`src/include/stb_regs.vh`:
```
// register map, field positions, reset values and divider counts of the timer unit
`ifndef STB_REGS_VH
`define STB_REGS_VH

////////////////////////////////////////////////////////////////////////////////
// byte addresses on the apb bus
`define STB_ADDR_START_A 8'h00
`define STB_ADDR_START_B 8'h04
`define STB_ADDR_IRQ_STAT 8'h08
`define STB_ADDR_IRQ_MASK 8'h0C
// timer i: mode at 8'h10 + 8*i, counter at 8'h14 + 8*i
`define STB_CH_FIRST 3'h2
`define STB_CH_LAST 3'h7

////////////////////////////////////////////////////////////////////////////////
// timer_mode_reg fields
`define STB_OP_LSB 0
`define STB_OP_MSB 1
`define STB_SEL_LO0 2
`define STB_SEL_LO1 3
`define STB_SEL_HI 4
`define STB_OVF 5
`define STB_SRC_LSB 6
`define STB_SRC_MSB 7

// operation modes
`define STB_OP_TIMER 2'h0
`define STB_OP_EVENT 2'h1
`define STB_OP_MEAS 2'h2

// measurement selections (measure_select_lo1, measure_select_lo0)
`define STB_MEAS_PER_FALL 2'h0
`define STB_MEAS_PER_RISE 2'h1
`define STB_MEAS_WIDTH 2'h2

////////////////////////////////////////////////////////////////////////////////
// reset values and special read values
`define STB_MODE_RST 8'h00
`define STB_CNT_RST 16'h0000
`define STB_CNT_MAX 16'hFFFF
`define STB_RELOAD_READ 16'hFFFF
`define STB_WORD_ZERO 32'h0000_0000

////////////////////////////////////////////////////////////////////////////////
// count source divider: a tick fires when the masked bits are all ones
`define STB_DIV_W 6
`define STB_DIV8_MASK 6'h07
`define STB_DIV32_MASK 6'h1F
`define STB_DIV64_MASK 6'h3F

`endif

```
`src/rtl/stb_sync.v`:
```
// two flip-flop synchroniser for external pins
`timescale 1ns/1ns
module stb_sync #(
    parameter W = 6
) (
    input wire I_CLK, // system clock
    input wire I_NRST, // synchronous reset, active low
    input wire [W-1:0] i_async, // pin levels from outside
    output wire [W-1:0] o_sync // levels safe to use
);
    reg [W-1:0] meta_q;
    reg [W-1:0] sync_q;

    ////////////////////////////////////////////////////////////////////////////
    // first stage feeds only the second one
    always @(posedge I_CLK) begin
        if (!I_NRST) begin
            meta_q <= {W{1'b0}};
            sync_q <= {W{1'b0}};
        end else begin
            meta_q <= i_async;
            sync_q <= meta_q;
        end
    end

    assign o_sync = sync_q;
endmodule // stb_sync

```
`src/rtl/stb_presc.v`:
```
// free running divider giving the four count source tick enables
`timescale 1ns/1ns
`include "stb_regs.vh"
module stb_presc (
    input wire I_CLK, // system clock
    input wire I_NRST, // synchronous reset, active low
    output wire [3:0] o_tick // one-cycle enables: /1, /8, /32, /64
);
    reg [`STB_DIV_W-1:0] div_q;
    wire [`STB_DIV_W-1:0] div_d;

    ////////////////////////////////////////////////////////////////////////////
    // one shared counter serves all six timers so their ticks stay aligned
    assign div_d = div_q + {{(`STB_DIV_W-1){1'b0}}, 1'b1};

    always @(posedge I_CLK) begin
        if (!I_NRST) begin
            div_q <= {`STB_DIV_W{1'b0}};
        end else begin
            div_q <= div_d;
        end
    end

    // decode enables from the low counter bits
    assign o_tick[0] = 1'b1;
    assign o_tick[1] = (div_q & `STB_DIV8_MASK) == `STB_DIV8_MASK;
    assign o_tick[2] = (div_q & `STB_DIV32_MASK) == `STB_DIV32_MASK;
    assign o_tick[3] = (div_q & `STB_DIV64_MASK) == `STB_DIV64_MASK;
endmodule // stb_presc

```
`src/rtl/stb_top.v`:
```
// six 16-bit timers with timer, event counter and pulse measurement modes on apb
//
// What this block does
// - timers stay stopped after reset; each runs only while its start bit is 1
// - outside measurement, counter read returns live count, or FFFF when read during a reload
// - counter written while stopped reads back the written value until start
// - measurement mode raises the interrupt on an effective edge or an overflow
// - overflow flag is readable in the mode register during measurement
// - writing mode with start 1 clears overflow only after the next tick
// - first edge after start loads an arbitrary capture and raises no interrupt
// - counter is not cleared at start, so early overflow and interrupt may occur
//
// Added by the designer: the APB register port and the register offsets.
`timescale 1ns/1ns
`include "stb_regs.vh"
module stb_top (
    input wire I_CLK, // system clock, 25 mhz
    input wire I_NRST, // synchronous reset, active low
    input wire I_PSEL, // apb select
    input wire I_PENABLE, // apb access phase
    input wire I_PWRITE, // apb direction, high for write
    input wire [7:0] I_PADDR, // apb byte address
    input wire [31:0] I_PWDATA, // apb write data
    output wire [31:0] O_PRDATA, // apb read data
    output wire O_PREADY, // apb ready, always high
    output wire O_PSLVERR, // apb error on unmapped address
    input wire [5:0] I_EVT_IN, // event count inputs, one per timer
    input wire [5:0] I_MEAS_IN, // measured pulse inputs, one per timer
    output wire O_IRQ // level interrupt, high while unmasked flag set
);

    ////////////////////////////////////////////////////////////////////////////
    // apb decode
    wire wr_acc;
    wire rd_setup;
    wire ch_hit;
    wire [2:0] ch_sel;
    wire ch_cnt;
    wire hit;
    wire hit_start_a;
    wire hit_start_b;
    wire hit_stat;
    wire hit_mask;

    // writes take effect at the access edge; the slave never stretches it
    assign wr_acc = I_PSEL & I_PENABLE & I_PWRITE;
    assign rd_setup = I_PSEL & ~I_PENABLE & ~I_PWRITE;

    // channel area: bits 5:3 pick the timer, bit 2 picks counter over mode
    assign ch_hit = (I_PADDR[7:6] == 2'b00) && (I_PADDR[1:0] == 2'b00) &&
                    (I_PADDR[5:3] >= `STB_CH_FIRST) && (I_PADDR[5:3] <= `STB_CH_LAST);
    assign ch_sel = I_PADDR[5:3] - `STB_CH_FIRST;
    assign ch_cnt = I_PADDR[2];

    assign hit_start_a = (I_PADDR == `STB_ADDR_START_A);
    assign hit_start_b = (I_PADDR == `STB_ADDR_START_B);
    assign hit_stat = (I_PADDR == `STB_ADDR_IRQ_STAT);
    assign hit_mask = (I_PADDR == `STB_ADDR_IRQ_MASK);
    assign hit = ch_hit | hit_start_a | hit_start_b | hit_stat | hit_mask;

    // zero wait states; an error answer leaves all state untouched
    assign O_PREADY = 1'b1;
    assign O_PSLVERR = I_PSEL & I_PENABLE & ~hit;

    ////////////////////////////////////////////////////////////////////////////
    // input synchronisers and edge detection
    wire [5:0] evt_s;
    wire [5:0] meas_s;
    reg [5:0] evt_d_q;
    reg [5:0] meas_d_q;
    wire [5:0] evt_rise;
    wire [5:0] evt_fall;
    wire [5:0] meas_rise;
    wire [5:0] meas_fall;
    wire [3:0] tick_en;

    stb_sync #(.W(6)) u_sync_evt (
        .I_CLK(I_CLK),
        .I_NRST(I_NRST),
        .i_async(I_EVT_IN),
        .o_sync(evt_s)
    );

    stb_sync #(.W(6)) u_sync_meas (
        .I_CLK(I_CLK),
        .I_NRST(I_NRST),
        .i_async(I_MEAS_IN),
        .o_sync(meas_s)
    );

    stb_presc u_presc (
        .I_CLK(I_CLK),
        .I_NRST(I_NRST),
        .o_tick(tick_en)
    );

    // previous synchronised level for edge detection
    always @(posedge I_CLK) begin
        if (!I_NRST) begin
            evt_d_q <= 6'h00;
            meas_d_q <= 6'h00;
        end else begin
            evt_d_q <= evt_s;
            meas_d_q <= meas_s;
        end
    end

    assign evt_rise = evt_s & ~evt_d_q;
    assign evt_fall = ~evt_s & evt_d_q;
    assign meas_rise = meas_s & ~meas_d_q;
    assign meas_fall = ~meas_s & meas_d_q;

    ////////////////////////////////////////////////////////////////////////////
    // shared start registers, status and mask
    reg [2:0] start_a_q;
    reg [2:0] start_b_q;
    reg [5:0] stat_q;
    reg [5:0] mask_q;
    reg irq_q;
    wire [5:0] run;
    wire [5:0] irq_ev;
    wire [5:0] stat_clr;

    assign run = {start_b_q, start_a_q};

    // start bits come up cleared so every timer idles after reset
    always @(posedge I_CLK) begin
        if (!I_NRST) begin
            start_a_q <= 3'h0;
            start_b_q <= 3'h0;
            mask_q <= 6'h00;
        end else if (wr_acc) begin
            if (hit_start_a) begin
                start_a_q <= I_PWDATA[2:0];
            end
            if (hit_start_b) begin
                start_b_q <= I_PWDATA[2:0];
            end
            if (hit_mask) begin
                mask_q <= I_PWDATA[5:0];
            end
        end
    end

    // write one clears; a new request in the same cycle wins over the clear
    assign stat_clr = (wr_acc && hit_stat) ? I_PWDATA[5:0] : 6'h00;

    always @(posedge I_CLK) begin
        if (!I_NRST) begin
            stat_q <= 6'h00;
            irq_q <= 1'b0;
        end else begin
            stat_q <= (stat_q & ~stat_clr) | irq_ev;
            irq_q <= |(stat_q & mask_q);
        end
    end

    assign O_IRQ = irq_q;

    ////////////////////////////////////////////////////////////////////////////
    // the six timer channels
    wire [47:0] mode_rd;
    wire [95:0] cnt_rd;

    genvar i;
    generate
        for (i = 0; i < 6; i = i + 1) begin : g_ch
            localparam [2:0] IDX = i;
            reg [7:0] mode_q;
            reg [15:0] cnt_q;
            reg [15:0] rld_q;
            reg ovf_q;
            reg clr_pend_q;
            reg seen_q;
            wire wr_mode;
            wire wr_cnt;
            wire [1:0] op;
            wire [1:0] msel;
            wire meas;
            wire evt_edge;
            wire meas_edge;
            wire tick;
            wire zero;
            wire full;
            wire reload;
            wire ovf_set;

            assign wr_mode = wr_acc && ch_hit && (ch_sel == IDX) && !ch_cnt;
            assign wr_cnt = wr_acc && ch_hit && (ch_sel == IDX) && ch_cnt;
            assign op = mode_q[`STB_OP_MSB:`STB_OP_LSB];
            assign msel = {mode_q[`STB_SEL_LO1], mode_q[`STB_SEL_LO0]};
            assign meas = (op == `STB_OP_MEAS);

            // event mode: lo1 counts both edges, else lo0 picks rising
            assign evt_edge = mode_q[`STB_SEL_LO1] ? (evt_rise[i] | evt_fall[i]) :
                              mode_q[`STB_SEL_LO0] ? evt_rise[i] : evt_fall[i];

            // width mode ends a measurement on every edge, so high and low
            // widths alternate and software has to track which is which
            assign meas_edge = (msel == `STB_MEAS_WIDTH) ? (meas_rise[i] | meas_fall[i]) :
                               (msel == `STB_MEAS_PER_RISE) ? meas_rise[i] :
                               meas_fall[i];

            // event mode counts pin edges; other modes count divider ticks
            assign tick = (op == `STB_OP_EVENT) ? evt_edge :
                          tick_en[mode_q[`STB_SRC_MSB:`STB_SRC_LSB]];

            assign zero = (cnt_q == `STB_CNT_RST);
            assign full = (cnt_q == `STB_CNT_MAX);
            assign reload = run[i] && !meas && tick && zero;
            assign ovf_set = run[i] && meas && tick && full && !meas_edge;

            // request sources: underflow, or edge and overflow when measuring
            assign irq_ev[i] = reload |
                               (run[i] && meas && ((meas_edge && seen_q) || ovf_set));

            // mode register; fields only change while stopped
            always @(posedge I_CLK) begin
                if (!I_NRST) begin
                    mode_q <= `STB_MODE_RST;
                    clr_pend_q <= 1'b0;
                end else begin
                    if (wr_mode && !run[i]) begin
                        mode_q <= I_PWDATA[7:0];
                        clr_pend_q <= 1'b0;
                    end else if (wr_mode && meas && !I_PWDATA[`STB_OVF]) begin
                        // running write only arms the overflow clear
                        clr_pend_q <= 1'b1;
                    end else if (tick && run[i]) begin
                        clr_pend_q <= 1'b0;
                    end
                end
            end

            // overflow flag; the clear waits for the following tick, and
            // an overflow on that same tick keeps the flag set
            always @(posedge I_CLK) begin
                if (!I_NRST) begin
                    ovf_q <= 1'b0;
                end else if (wr_mode && !run[i]) begin
                    ovf_q <= 1'b0;
                end else if (ovf_set || (run[i] && meas && tick && full)) begin
                    ovf_q <= 1'b1;
                end else if (run[i] && tick && clr_pend_q) begin
                    ovf_q <= 1'b0;
                end
            end

            // first edge after a start is not reported
            always @(posedge I_CLK) begin
                if (!I_NRST) begin
                    seen_q <= 1'b0;
                end else if (!run[i]) begin
                    seen_q <= 1'b0;
                end else if (meas && meas_edge) begin
                    seen_q <= 1'b1;
                end
            end

            // counter and reload register
            always @(posedge I_CLK) begin
                if (!I_NRST) begin
                    cnt_q <= `STB_CNT_RST;
                    rld_q <= `STB_CNT_RST;
                end else if (!run[i]) begin
                    if (wr_cnt) begin
                        cnt_q <= I_PWDATA[15:0];
                        rld_q <= I_PWDATA[15:0];
                    end
                end else if (meas) begin
                    // count is left as found at start, so it may wrap early
                    if (meas_edge) begin
                        rld_q <= cnt_q;
                        cnt_q <= `STB_CNT_RST;
                    end else if (tick) begin
                        cnt_q <= cnt_q + 16'h0001;
                    end
                end else begin
                    if (wr_cnt) begin
                        rld_q <= I_PWDATA[15:0];
                    end
                    if (reload) begin
                        cnt_q <= rld_q;
                    end else if (tick) begin
                        cnt_q <= cnt_q - 16'h0001;
                    end
                end
            end

            // read views; a read during a reload sees all ones
            assign mode_rd[8*i+7:8*i] = {mode_q[`STB_SRC_MSB:`STB_SRC_LSB], ovf_q,
                                         mode_q[`STB_SEL_HI:0]};
            assign cnt_rd[16*i+15:16*i] = meas ? rld_q :
                                          reload ? `STB_RELOAD_READ : cnt_q;
        end
    endgenerate

    ////////////////////////////////////////////////////////////////////////////
    // read mux and registered read data
    reg [31:0] rd_mux;
    reg [31:0] prdata_q;

    always @* begin
        rd_mux = `STB_WORD_ZERO;
        if (hit_start_a) begin
            rd_mux = {29'h0000_0000, start_a_q};
        end else if (hit_start_b) begin
            rd_mux = {29'h0000_0000, start_b_q};
        end else if (hit_stat) begin
            rd_mux = {26'h000_0000, stat_q};
        end else if (hit_mask) begin
            rd_mux = {26'h000_0000, mask_q};
        end else if (ch_hit && ch_cnt) begin
            rd_mux = {16'h0000, cnt_rd[16*ch_sel +: 16]};
        end else if (ch_hit) begin
            rd_mux = {24'h00_0000, mode_rd[8*ch_sel +: 8]};
        end
    end

    // sampled in the setup cycle, held through the access phase
    always @(posedge I_CLK) begin
        if (!I_NRST) begin
            prdata_q <= `STB_WORD_ZERO;
        end else if (rd_setup) begin
            prdata_q <= rd_mux;
        end
    end

    assign O_PRDATA = prdata_q;

endmodule // stb_top

```
`config.mk`:
```
export PLATFORM = sky130hd
export DESIGN_NAME = stb_top
export DESIGN_NICKNAME = d
export VERILOG_FILES = /design/src/rtl/stb_sync.v /design/src/rtl/stb_presc.v /design/src/rtl/stb_top.v
export VERILOG_INCLUDE_DIRS = /design/src /design/src/include
export SDC_FILE = /design/constraint.sdc
export NUM_CORES = 1
export LEC_CHECK = 0
export ABC_AREA = 1
export BUFFER_PORTS_ARGS = -buffer_cell sky130_fd_sc_hd__buf_2
export CAP_MARGIN = 0
export CELL_PAD_IN_SITES_DETAIL_PLACEMENT = 1
export CELL_PAD_IN_SITES_GLOBAL_PLACEMENT = 2
export CORE_MARGIN = 2
export CORE_UTILIZATION = 38
export CTS_BUF_LIST = sky130_fd_sc_hd__clkbuf_16
export DETAILED_ROUTE_END_ITERATION = 10
export GPL_ROUTABILITY_DRIVEN = 0
export GPL_TIMING_DRIVEN = 0
export PLACE_DENSITY_LB_ADDON = 0.3
export SYNTH_ARGS = -nofsm -noshare
export SYNTH_HDL_FRONTEND = slang
export SYNTH_SLANG_ARGS = --single-unit
```
`constraint.sdc`:
```
create_clock -name I_CLK -period 4.05 [get_ports I_CLK]
set_input_delay 0.405 -clock I_CLK [delete_from_list [all_inputs] [get_ports I_CLK]]
set_output_delay 0.405 -clock I_CLK [all_outputs]
set_load 0.1 [all_outputs]
```
== After elaboration in Yosys (flattened, before gate mapping) ==
Index checks and enable logic that the tools add are counted.

* Add/sub/neg operators: 14
* $lt $le $gt $ge: 8
* Equality and inequality tests: 59
* Shift operators: 2
* Multiplexer cells: 151
* Bitwise operators: 43
* Reductions and logical operators: 196

{| class="wikitable"
|+ Operators with widths
! cell !! count
|-
| $mux 16 || 83
|-
| $logic_and 1x1->1 || 114
|-
| $add 16x1->16 const B || 6
|-
| $eq 16x16->1 const B || 6
|-
| $logic_not 16->1 || 6
|-
| $shiftx 96x8->16 || 1
|-
| $sub 16x1->16 const B || 6
|-
| $mux 1 || 60
|-
| $shiftx 48x7->8 || 1
|-
| $and 6x6->6 || 6
|-
| $reduce_bool 2->1 || 18
|-
| $not 6->6 || 5
|-
| $eq 2x1->1 const B || 12
|-
| $eq 2x2->1 const B || 12
|-
| $ne 4x1->1 const B || 6
|-
| $ne 4x2->1 const B || 6
|-
| $or 1x1->1 || 22
|-
| $logic_not 1->1 || 20
|-
| $lt 2x3->1 const B || 6
|-
| $ne 3x2->1 const B || 6
|-
| $reduce_and 2->1 || 9
|-
| $reduce_and 3->1 || 6
|-
| $eq 8x4->1 const B || 2
|-
| $bmux 1 s2 || 6
|-
| other kinds (21) || 48
|}

* Register bits after elaboration: 351
* Input bits: 57
* Logic and storage cells: 522

== Logic depth before layout (Yosys ltp) ==
Gate-level depths: netlist of the first run.

* Word-level depth: 15
* Depth in mapped cells: 21
* Mapped depth without buffers: 20

== Modules after synthesis ==
From an unflattened synthesis of the first run, not the netlist that was laid out.

* Cells, all modules: 3430
* Area total of the unflattened synthesis: 22348.9 um^2

{| class="wikitable"
|+ By module, submodules not included
! module !! times used !! cells each !! area an instance (um^2)
|-
| stb_top || 1 || 3318 || 21385.5
|-
| stb_sync || 2 || 37 || 341.6
|-
| stb_presc || 1 || 38 || 280.3
|}

== Least setup slack after synthesis of the first run ==
No wires, ideal clock.

* Path type: in2out
* Start point: input port I_PADDR[4]
* End point: output port O_PSLVERR
* Arrival: 2381 ps
* Required time: 3645 ps
* Slack: 1264 ps
* Stages on the path: 6
* Path buffers: 1
* Cell sequence: buf_2 inv_1 ha_1 nand4_1 nand3_1 nor2_1

* Longest elaborated chain between the ends: 9

{| class="wikitable"
|+ RTL lines
! element !! line !! source
|-
| start, declared || stb_top.v:22 || <nowiki>input wire [7:0] I_PADDR,</nowiki>
|-
| $ge 3x2->1 (no line) || -- ||
|-
| $logic_and 1x1->1 (2 in series) || stb_top.v:50 || <nowiki>assign ch_hit = (I_PADDR[7:6] == 2'b00) && (I_PADDR[1:0] == 2'b00) &&</nowiki>
|-
| $or 1x1->1 (3 in series) || stb_top.v:59 || <nowiki>assign hit = ch_hit | hit_start_a | hit_start_b | hit_stat | hit_mask;</nowiki>
|-
| $or 1x1->1 * || stb_top.v:59 ||
|-
| $not 1->1 * || stb_top.v:63 || <nowiki>assign O_PSLVERR = I_PSEL & I_PENABLE & ~hit;</nowiki>
|-
| $and 1x1->1 * || stb_top.v:63 ||
|-
| end, declared || stb_top.v:26 || <nowiki>output wire O_PSLVERR,</nowiki>
|}

Every way passes the cells marked *; elsewhere a longest branch is shown, timed or not.

== Final worst setup path of the first run ==
* Start point: register u_presc.div_q[0]
* End point: register prdata_q[10] (netlist: O_PRDATA[10])

* Longest elaborated chain between the ends: 14

{| class="wikitable"
|+ RTL lines
! element !! line !! source
|-
| start, declared || stb_presc.v:9 || <nowiki>reg [`STB_DIV_W-1:0] div_q;</nowiki>
|-
| start signal, assigned || stb_presc.v:18 || <nowiki>div_q <= {`STB_DIV_W{1'b0}};</nowiki>
|-
| start signal, assigned || stb_presc.v:20 || <nowiki>div_q <= div_d;</nowiki>
|-
| $eq 6x6->1 (no line), or another cell as far along || -- ||
|-
| $bmux 1 s2 || stb_top.v:206 || <nowiki>tick_en[mode_q[`STB_SRC_MSB:`STB_SRC_LSB]];</nowiki>
|-
| $mux 1 || stb_top.v:206 ||
|-
| $mux 1 || stb_top.v:205 || <nowiki>assign tick = (op == `STB_OP_EVENT) ? evt_edge :</nowiki>
|-
| $logic_and 1x1->1 (2 in series) || stb_top.v:210 || <nowiki>assign reload = run[i] && !meas && tick && zero;</nowiki>
|-
| $mux 16 || stb_top.v:294 || <nowiki>reload ? `STB_RELOAD_READ : cnt_q;</nowiki>
|-
| $mux 16 || stb_top.v:293 || <nowiki>assign cnt_rd[16*i+15:16*i] = meas ? rld_q :</nowiki>
|-
| $shiftx 96x8->16 * || stb_top.v:314 || <nowiki>rd_mux = {16'h0000, cnt_rd[16*ch_sel +: 16]};</nowiki>
|-
| $mux 16 * || stb_top.v:313 || <nowiki>end else if (ch_hit && ch_cnt) begin</nowiki>
|-
| $mux 16 * || stb_top.v:311 || <nowiki>end else if (hit_mask) begin</nowiki>
|-
| $mux 16 * || stb_top.v:309 || <nowiki>end else if (hit_stat) begin</nowiki>
|-
| $mux 16 * || stb_top.v:307 || <nowiki>end else if (hit_start_b) begin</nowiki>
|-
| $mux 16 * || stb_top.v:305 || <nowiki>if (hit_start_a) begin</nowiki>
|-
| end signal, assigned || stb_top.v:323 || <nowiki>prdata_q <= `STB_WORD_ZERO;</nowiki>
|-
| end signal, assigned || stb_top.v:325 || <nowiki>prdata_q <= rd_mux;</nowiki>
|-
| end, declared || stb_top.v:301 || <nowiki>reg [31:0] prdata_q;</nowiki>
|}

Every way passes the cells marked *; elsewhere a longest branch is shown, timed or not. The select of a mux whose other input is x is not followed.
A chain may end at the register's enable or synchronous reset.

==> impl_metrics.py, run 1 <==
metrics = {
    "synthesis": {
        "syn_area_um2": 22100,
        "synth_flop_cell": "sky130_fd_sc_hd__dfxtp_1",
        "ys_warn_count": 0,
        "ys_ff_latch": 329,
        "async_flop_share_pct": 0,
        "synth_sequential_area_ratio_pct": 29.8,
        "synth_enable_flop_cells": 0,
        "netlist_instances": 3404,
        "synth_cell_type_count": 62,
        "avgSynthCellArea_um2": 6.50,
    },
    "route": {
        "totalWireLength_mm": 117,
        "final_antenna_net_count": 0,
        "total_length_of_routed_met3_wires_mm": 11.5,
        "drt-vias-per-instance": 6.24,
        "routed.top_layer": "met5",
        "drt-met1-wl_mm": 48.0,
        "detail_route.wl_per_cell_um": 26.9,
        "routed-wl-met2_mm": 49.7,
        "drt_pass1_iterations": 5,
        "total_number_of_vias": 27013,
        "dr.first_iter.drc_count": 2793,
        "post-route-drc-count": 0,
    },
    "finish": {
        "drive_above_1_share_pct": 7.75,
        "layout.core_utilization_pct": 43.5,
        "area_growth_pct": 13.2,
        "layout.cells.most_common": "sky130_fd_sc_hd__nand2_1",
        "most-common-layout-cells": "sky130_fd_sc_hd__nand2_1 (626), sky130_fd_sc_hd__inv_1 (378), sky130_fd_sc_hd__o21ai_0 (365)",
        "layout.filler_cells": 7613,
        "fin_nets": 3631,
    },
    "setup_path": {
        "worstSetupEndpointType": "flop",
        "critical_path_s_top_delay_family": "compound AO/OA/AOI/OAI gates",
        "critical_path_peak_fanout": 10,
        "cp-endpoint": "O_PRDATA[10]$_SDFFE_PN0P_",
        "crit_path_cell_trace": "ha_1 > nand2_1 > nor2_2 > ha_1 > a21oi_1 > nand2_1 > nand2_1 > nand2_1 > nand3_1 > buf_2 > a31oi_1 > o22ai_1 > o21ai_0 > nand3_1 > a21oi_1",
        "worst-r2r-cell-count": 15,
        "critical_path.slowest_cell": "sky130_fd_sc_hd__ha_1",
        "ff2ff_setup_slack_ns": 0.14,
        "worstSetupPathType": "flop to flop",
        "timing.critical_path.mode_cell": "sky130_fd_sc_hd__nand2_1",
        "timing.rr.end": "O_PRDATA[10]$_SDFFE_PN0P_",
        "critical_path.max_stage_delay_ns": 0.43,
        "r2r-start": "u_presc.div_q[0]$_SDFF_PN0_",
        "worstSetupStartpoint": "u_presc.div_q[0]$_SDFF_PN0_",
        "worst-path-buf-inv": 1,
        "timing.critical_path.from_type": "flop",
        "cp.depth": 15,
        "critPathArrivalTime_ns": 4.41,
        "worst_ep_required_time_ns": 4.55,
    },
    "power_and_ir_drop": {
        "switching_share_pct": 28.0,
        "p_seq_share_pct": 39.9,
        "comb_power_share_pct": 8.4,
        "vdd_ir_drop_max_uv": 290,
        "cellPowerDensity_nw_per_um2": 327,
        "total_leakage_power_nw": 10.1,
        "power.internal_w": 0.00590,
        "power_dissipated_by_switching_net_loads_w": 0.00229,
        "share_clk_of_total_power_pct": 51.6,
    },
    "die": {
        "die_width_um": 245,
        "fp.coreArea_um2": 57600,
        "fp.dieArea_um2": 60200,
        "die_height_um": 245,
        "effective_utilization_at_floorplan_pct": 38.4,
        "top_level_ports": 92,
        "rows": 88,
    },
    "timing": {
        "slew_headroom_pct": -10.8,
        "rsz0062_at_grt": "no",
        "final_count_of_pins_violating_max_slew": 45,
        "final.setup.tns_ns": 0,
        "period_needed_ns": 3.91,
        "final_hold_viol_count": 0,
        "max_slew.worst_pin.slew_ns": 1.66,
        "holdWs_ns": 0.0101,
        "final.period_utilization_pct": 96.5,
        "fin_worst_skew_ns": 0.0266,
        "final-setup-viol-count": 0,
        "max_freq_mhz": 256,
    },
    "placement": {
        "dp_hpwl_mm": 85.9,
        "port_buffers": 50,
    },
    "clock_tree": {
        "tritoncts": "done",
        "cts_max_path_buffers": 3,
        "clock_insertion_delay_worst_skew_ns": 0.60,
        "clock_pin_transition_on_the_worst_setup_and_hold_timing_paths_ns": 0.06,
        "cts_sinks": 329,
        "cts.repair_timing.setup_buffer_count": 0,
        "clk_root_buffer_cell": "sky130_fd_sc_hd__clkbuf_16",
        "clock_tree.htree_level_count": 2,
        "numCtsBuffers": 43,
    },
    "grt": {
        "globalRoute.totalOverflow": 0,
        "gr-usage-all-layers_pct": 37.8,
        "grt_first_pass_wirelength_mm": 171,
        "first_global_vias": 26634,
        "grt_max_degree": 14,
        "grt_antenna_before_repair": 2,
    },
    "run": {
        "max_cap_violations": 4,
    },
    "outcome": {
        "run_status": "finished, violations left",
        "violations_in_the_final_reports": "capacitance limit, slew limit",
    },
    "hold_path": {
        "worst_min_delay_path_category": "input pin to flop",
        "hold_depth": 3,
    },
}
-- power groups by stage --
stage,registers [W],clock network [W],logic [W]
3_3_place_gp,0.00334,0,0.000634
6_report,0.00327,0.00423,0.000692
5_1_grt,0.00327,0.00439,0.000698
4_1_cts,0.00327,0.00424,0.000658
2_1_floorplan,0.00334,0,0.000336
3_5_place_dp,0.00334,0,0.000647
-- state kept, by name (all words and copies together), names as in the netlist, 16 cells and up --
name,flops
g_ch.cnt_q,96
g_ch.rld_q,96
g_ch.mode_q,42
O_PRDATA,16
-- cells in the mapped netlist (7+ instances only) --
library cell,number,area share [%]
sky130_fd_sc_hd__nor2_2,10,0.28
sky130_fd_sc_hd__o221ai_1,23,0.91
sky130_fd_sc_hd__clkbuf_1,141,2.4
sky130_fd_sc_hd__nand2_1,626,11
sky130_fd_sc_hd__a41oi_1,20,0.79
sky130_fd_sc_hd__o22ai_1,47,1.3
sky130_fd_sc_hd__nor4_1,8,0.23
sky130_fd_sc_hd__buf_2,52,1.2
sky130_fd_sc_hd__clkinv_1,10,0.17
sky130_fd_sc_hd__a221oi_2,10,0.68
sky130_fd_sc_hd__a211oi_1,9,0.31
sky130_fd_sc_hd__a31oi_1,92,2.6
sky130_fd_sc_hd__inv_1,375,6.4
sky130_fd_sc_hd__xor2_1,48,1.9
sky130_fd_sc_hd__buf_4,20,0.68
sky130_fd_sc_hd__o21ai_0,365,8.3
sky130_fd_sc_hd__o311ai_0,7,0.28
sky130_fd_sc_hd__o31ai_1,21,0.71
sky130_fd_sc_hd__or2_2,8,0.23
sky130_fd_sc_hd__nor2_1,257,4.4
sky130_fd_sc_hd__dfxtp_1,329,30
sky130_fd_sc_hd__nand4_1,40,1.1
sky130_fd_sc_hd__buf_1,12,0.20
sky130_fd_sc_hd__a22oi_1,31,1.1
sky130_fd_sc_hd__a21oi_1,237,5.4
sky130_fd_sc_hd__o21ai_1,39,0.88
sky130_fd_sc_hd__nor3_1,39,0.88
sky130_fd_sc_hd__ha_1,47,2.7
sky130_fd_sc_hd__o211ai_1,79,2.7
sky130_fd_sc_hd__inv_2,14,0.24
sky130_fd_sc_hd__a221oi_1,40,1.6
sky130_fd_sc_hd__nand3_1,286,6.5
-- worst min-delay path: cells and delay by family --
kind                   cells  cell delay (ns)
buffers and inverters      2             0.13
and+or+nand+nor            1             0.04
-- per-layer routing --
layer | vias to the layer above | track usage, %
met3 | 312 | 7.00
met4 | 2 | 22.9
met5 | - | 0
met1 | 13246 | 50.0
li1 | 11974 | -
met2 | 1479 | 56.9
-- cells by family after synthesis --
family / after synthesis / synth area share (%)
xor+xnor: 53 / 2.10
compound gates: 1045 / 28.6
buf+inv: 631 / 11.5
simple gates: 1297 / 25.4
other cells: 2 / 0.0339
fa+ha+maj: 47 / 2.66
flops: 329 / 29.8
-- worst min-delay path by stage --
stage,startpoint,end,slack [ns]
finish,I_MEAS_IN[4],u_sync_meas.meta_q[4]$_SDFF_PN0_,0.01
floorplan,u_sync_evt.meta_q[0]$_SDFF_PN0_,u_sync_evt.o_sync[0]$_SDFF_PN0_,0.39
global placement,u_sync_meas.meta_q[0]$_SDFF_PN0_,u_sync_meas.o_sync[0]$_SDFF_PN0_,0.40
detailed placement,u_sync_meas.meta_q[2]$_SDFF_PN0_,u_sync_meas.o_sync[2]$_SDFF_PN0_,0.40
CTS,I_MEAS_IN[4],u_sync_meas.meta_q[4]$_SDFF_PN0_,0.002
global route,I_MEAS_IN[4],u_sync_meas.meta_q[4]$_SDFF_PN0_,0.03
-- timing repair --
action,4_1_cts,5_1_grt
hold buffers,11,0
resized for setup,0,0
hold endpoints to repair,11,0
-- cell type report --
class,instances,area (um^2),share of cell area (%)
Antenna cell,4,10.0,0.0399
Buffer,230,1050,4.17
Clock buffer,43,1080,4.29
Clock inverter,34,418,1.67
Inverter,401,1510,6.02
Multi-Input combinational cell,2459,13100,52.1
Sequential cell,329,6590,26.3
Tap cell,765,957,3.82
Timing Repair Buffer,63,403,1.61
-- stage by stage --
stage	power (W)	instance area (um^2)	instances	setup WS, ns
6_report	0.00819	25100	4328	0.143
5_1_grt	0.00836	25000	4324	0.0366
4_1_cts	0.00817	25000	4323	0.384
3_5_place_dp	0.00399	23400	4235	0.424
3_3_place_gp	0.00397	23400	4234	0.445
2_1_floorplan	0.00368	22200	3419	1.26
Power figures use the tool's default switching activity.
==> run 2: changes to the inputs <==
--- a/config.mk
+++ b/config.mk
@@ -6,13 +6,11 @@
 export SDC_FILE = /design/constraint.sdc
 export NUM_CORES = 1
 export LEC_CHECK = 0
-export ABC_AREA = 1
 export BUFFER_PORTS_ARGS = -buffer_cell sky130_fd_sc_hd__buf_2
 export CAP_MARGIN = 0
 export CELL_PAD_IN_SITES_DETAIL_PLACEMENT = 1
 export CELL_PAD_IN_SITES_GLOBAL_PLACEMENT = 2
-export CORE_MARGIN = 2
-export CORE_UTILIZATION = 38
+export CORE_UTILIZATION = 40
 export CTS_BUF_LIST = sky130_fd_sc_hd__clkbuf_16
 export DETAILED_ROUTE_END_ITERATION = 10
 export GPL_ROUTABILITY_DRIVEN = 0
==> impl_metrics.py, run 2 <==
metrics = {
    "outcome": {
        "run_status": "finished, violations left",
        "violations_in_the_final_reports": "capacitance limit, slew limit",
    },
    "die": {
        "fp.coreArea_um2": 54000,
        "die_width_um": 236,
        "fp.dieArea_um2": 55700,
        "die_height_um": 236,
        "effective_utilization_at_floorplan_pct": 40.6,
        "top_level_ports": 92,
        "rows": 85,
    },
    "route": {
        "final_antenna_net_count": 0,
        "drt-vias-per-instance": 6.76,
        "detail_route.wl_per_cell_um": 30.2,
        "total_number_of_vias": 25233,
        "totalWireLength_mm": 113,
        "dr.first_iter.drc_count": 3347,
        "drt_pass1_iterations": 7,
        "post-route-drc-count": 0,
    },
    "synthesis": {
        "synth_cell_type_count": 85,
        "synth_sequential_area_ratio_pct": 30.0,
        "synth.top_cells.by_count": "sky130_fd_sc_hd__nor2_1 (346), sky130_fd_sc_hd__dfxtp_1 (329), sky130_fd_sc_hd__nand2_1 (246)",
        "synthDominantAreaCellType": "sky130_fd_sc_hd__dfxtp_1",
        "area_contributors_post_synth": "sky130_fd_sc_hd__dfxtp_1 (30%), sky130_fd_sc_hd__nor2_1 (5.9%), sky130_fd_sc_hd__nand2_1 (4.2%)",
        "avgSynthCellArea_um2": 7.60,
        "synth_flop_cell": "sky130_fd_sc_hd__dfxtp_1",
        "async_flop_share_pct": 0,
        "synth.most_common_cell": "sky130_fd_sc_hd__nor2_1",
        "synth_enable_flop_cells": 0,
        "ys_ff_latch": 329,
        "yosys.area.top_type_share_pct": 30.0,
        "netlist_instances": 2886,
        "syn_area_um2": 21900,
        "ys_warn_count": 0,
    },
    "clock_tree": {
        "clock_pin_transition_on_the_worst_setup_and_hold_timing_paths_ns": 0.06,
        "clk_root_buffer_cell": "sky130_fd_sc_hd__clkbuf_16",
        "numCtsBuffers": 43,
        "cts_sinks": 329,
        "clock_tree.htree_level_count": 2,
        "cts_max_path_buffers": 3,
        "postCtsHoldBufs": 0,
        "tritoncts": "done",
        "clock_insertion_delay_worst_skew_ns": 0.59,
    },
    "grt": {
        "gr-usage-all-layers_pct": 39.4,
        "grt_first_pass_wirelength_mm": 165,
        "globalRoute.totalOverflow": 0,
        "global_route.usage.met3_pct": 10.8,
        "first_global_vias": 24384,
        "gr-max-usage-layer": "met2",
        "grt_antenna_before_repair": 6,
        "use_met1_pct": 52.7,
        "global_route.usage.met2_pct": 56.9,
        "grt_max_degree": 14,
    },
    "setup_path": {
        "timing.critical_path.from_type": "input pin",
        "worst_ep_required_time_ns": 4.50,
        "worstSetupPathType": "input pin to flop",
        "worstSetupEndpointType": "flop",
        "critical_path_peak_fanout": 10,
        "critPathArrivalTime_ns": 4.44,
        "timing.critical_path.mode_cell": "sky130_fd_sc_hd__buf_2",
        "critical_path.slowest_cell": "sky130_fd_sc_hd__a31oi_1",
        "crit_path_cell_trace": "buf_2 > clkbuf_1 > buf_2 > inv_1 > ha_1 > buf_2 > clkinvlp_4 > nor3_1 > a31oi_1 > a31oi_1 > clkbuf_1 > o211ai_1 > o32ai_1",
        "critical_path.max_stage_delay_ns": 0.58,
    },
    "finish": {
        "largest_registers": "g_ch.cnt_q x96, g_ch.rld_q x96, g_ch.mode_q x42",
        "area_growth_pct": 12.4,
        "most-common-layout-cells": "sky130_fd_sc_hd__nor2_1 (345), sky130_fd_sc_hd__dfxtp_1 (329), sky130_fd_sc_hd__nand2_1 (245)",
        "layout.core_utilization_pct": 45.6,
        "drive_above_1_share_pct": 8.84,
        "fin_nets": 3103,
        "layout.cells.most_common": "sky130_fd_sc_hd__nor2_1",
        "layout.filler_cells": 6725,
        "post-route-cell-area_um2": 24600,
    },
    "power_and_ir_drop": {
        "cellPowerDensity_nw_per_um2": 322,
        "vdd_ir_drop_max_uv": 250,
        "total_leakage_power_nw": 9.05,
    },
    "timing": {
        "period_needed_ns": 3.99,
        "final-setup-viol-count": 0,
        "final_hold_viol_count": 0,
        "final_count_of_pins_violating_max_slew": 41,
        "rsz0062_at_grt": "no",
        "slew_headroom_pct": -10.8,
        "max_freq_mhz": 250,
        "fin_worst_skew_ns": 0.0209,
        "final.period_utilization_pct": 98.6,
        "max_slew.worst_pin.slew_ns": 1.66,
    },
    "placement": {
        "placedInstanceArea_um2": 23100,
        "port_buffers": 47,
        "dp_hpwl_mm": 83.9,
    },
    "run": {
        "max_cap_violations": 4,
    },
    "hold_path": {
        "worst_min_delay_path_category": "input pin to flop",
    },
}
run 2: cell count changes after synthesis, moves of 70 or more:
cell	before	now
sky130_fd_sc_hd__clkbuf_1	141	236
sky130_fd_sc_hd__nand3_1	286	87
sky130_fd_sc_hd__xnor2_1	5	96
sky130_fd_sc_hd__nor2_1	257	346
sky130_fd_sc_hd__inv_1	375	81
sky130_fd_sc_hd__a21oi_1	237	167
sky130_fd_sc_hd__mux2i_1	0	72
sky130_fd_sc_hd__o21ai_0	365	146
sky130_fd_sc_hd__nand2_1	626	246
sky130_fd_sc_hd__nor3_1	39	113
run 2: area by class of cell:
cell class / count / area (um^2) / share of cell area, %
Timing Repair Buffer: 53 / 300 / 1.22
Multi-Input combinational cell: 2185 / 13900 / 56.3
Sequential cell: 329 / 6590 / 26.7
Inverter: 85 / 323 / 1.31
Antenna cell: 4 / 10.0 / 0.0406
Buffer: 302 / 1270 / 5.16
Clock inverter: 35 / 297 / 1.20
Tap cell: 696 / 871 / 3.54
Clock buffer: 44 / 1100 / 4.47
run 2: final timing paths:
kind / slack (ns) / startpoint / depth (start not counted) / to
min: 0.02 / I_MEAS_IN[0] / 2 / u_sync_meas.meta_q[0]$_SDFF_PN0_
min reg2reg: 0.43 / u_sync_meas.meta_q[2]$_SDFF_PN0_ / 1 / u_sync_meas.o_sync[2]$_SDFF_PN0_
max: 0.06 / I_PADDR[4] / 13 / g_ch[1].cnt_q[0]$_SDFFE_PN0P_
max reg2reg: 0.13 / u_presc.div_q[0]$_SDFF_PN0_ / 11 / g_ch[0].cnt_q[9]$_SDFFE_PN0P_
run 2: cells by family after synthesis:
group                      synth area share (%)
adders and majority gates                  2.68
xor gates and xnor gates                   6.03
muxes                                      5.14
and+or+nand+nor                            23.2
other                                    0.0343
buffers and inverters                      7.19
DFF                                        30.0
AOI/OAI and AO/OA                          25.7
run 2: critical path: cells and delay by family:
family                   cells  cell delay (ns)
buffers and inverters        7             2.21
AO/OA/AOI/OAI                4             1.20
adder cells (fa/ha/maj)      1             0.33
AND/OR/NAND/NOR              1             0.28
run 2: metal layers:
layer,part of all wire (%),vias to the layer above
li1,-,10749
met1,41,12668
met2,41,1501
met3,12,311
met4,5.6,4
met5,0.024,-
run 2: repair_timing:
action | 4_1_cts | 5_1_grt
endpoints found under the setup margin | 164 | 129
setup buffers | 0 | 4
pin swaps | 0 | 4
gates resized for setup | 5 | 24
run 2: report_power, final:
group	leakage, nW	internal [W]	switching (W)
Combinational	5.70	0.000157	0.000552
Sequential	2.66	0.00325	0.00000955
Clock	0.699	0.00224	0.00171
run 2: per-stage QoR:
| stage | hold slack (ns) | total power, W | std cells | setup TNS (ns) | setup WS [ns] |
|---|---|---|---|---|---|
| after floorplan | 0.412 | 0.00371 | 2901 | 0 | 0.503 |
| after global placement | 0.414 | 0.00399 | 3644 | -170.65 | -1.49 |
| after detailed placement | 0.423 | 0.00400 | 3645 | -170.86 | -1.09 |
| after CTS | 0.00900 | 0.00788 | 3724 | 0 | 0.0229 |
| after global routing | 0.0222 | 0.00806 | 3729 | 0 | 0.00373 |
| final | 0.0244 | 0.00792 | 3733 | 0 | 0.0558 |
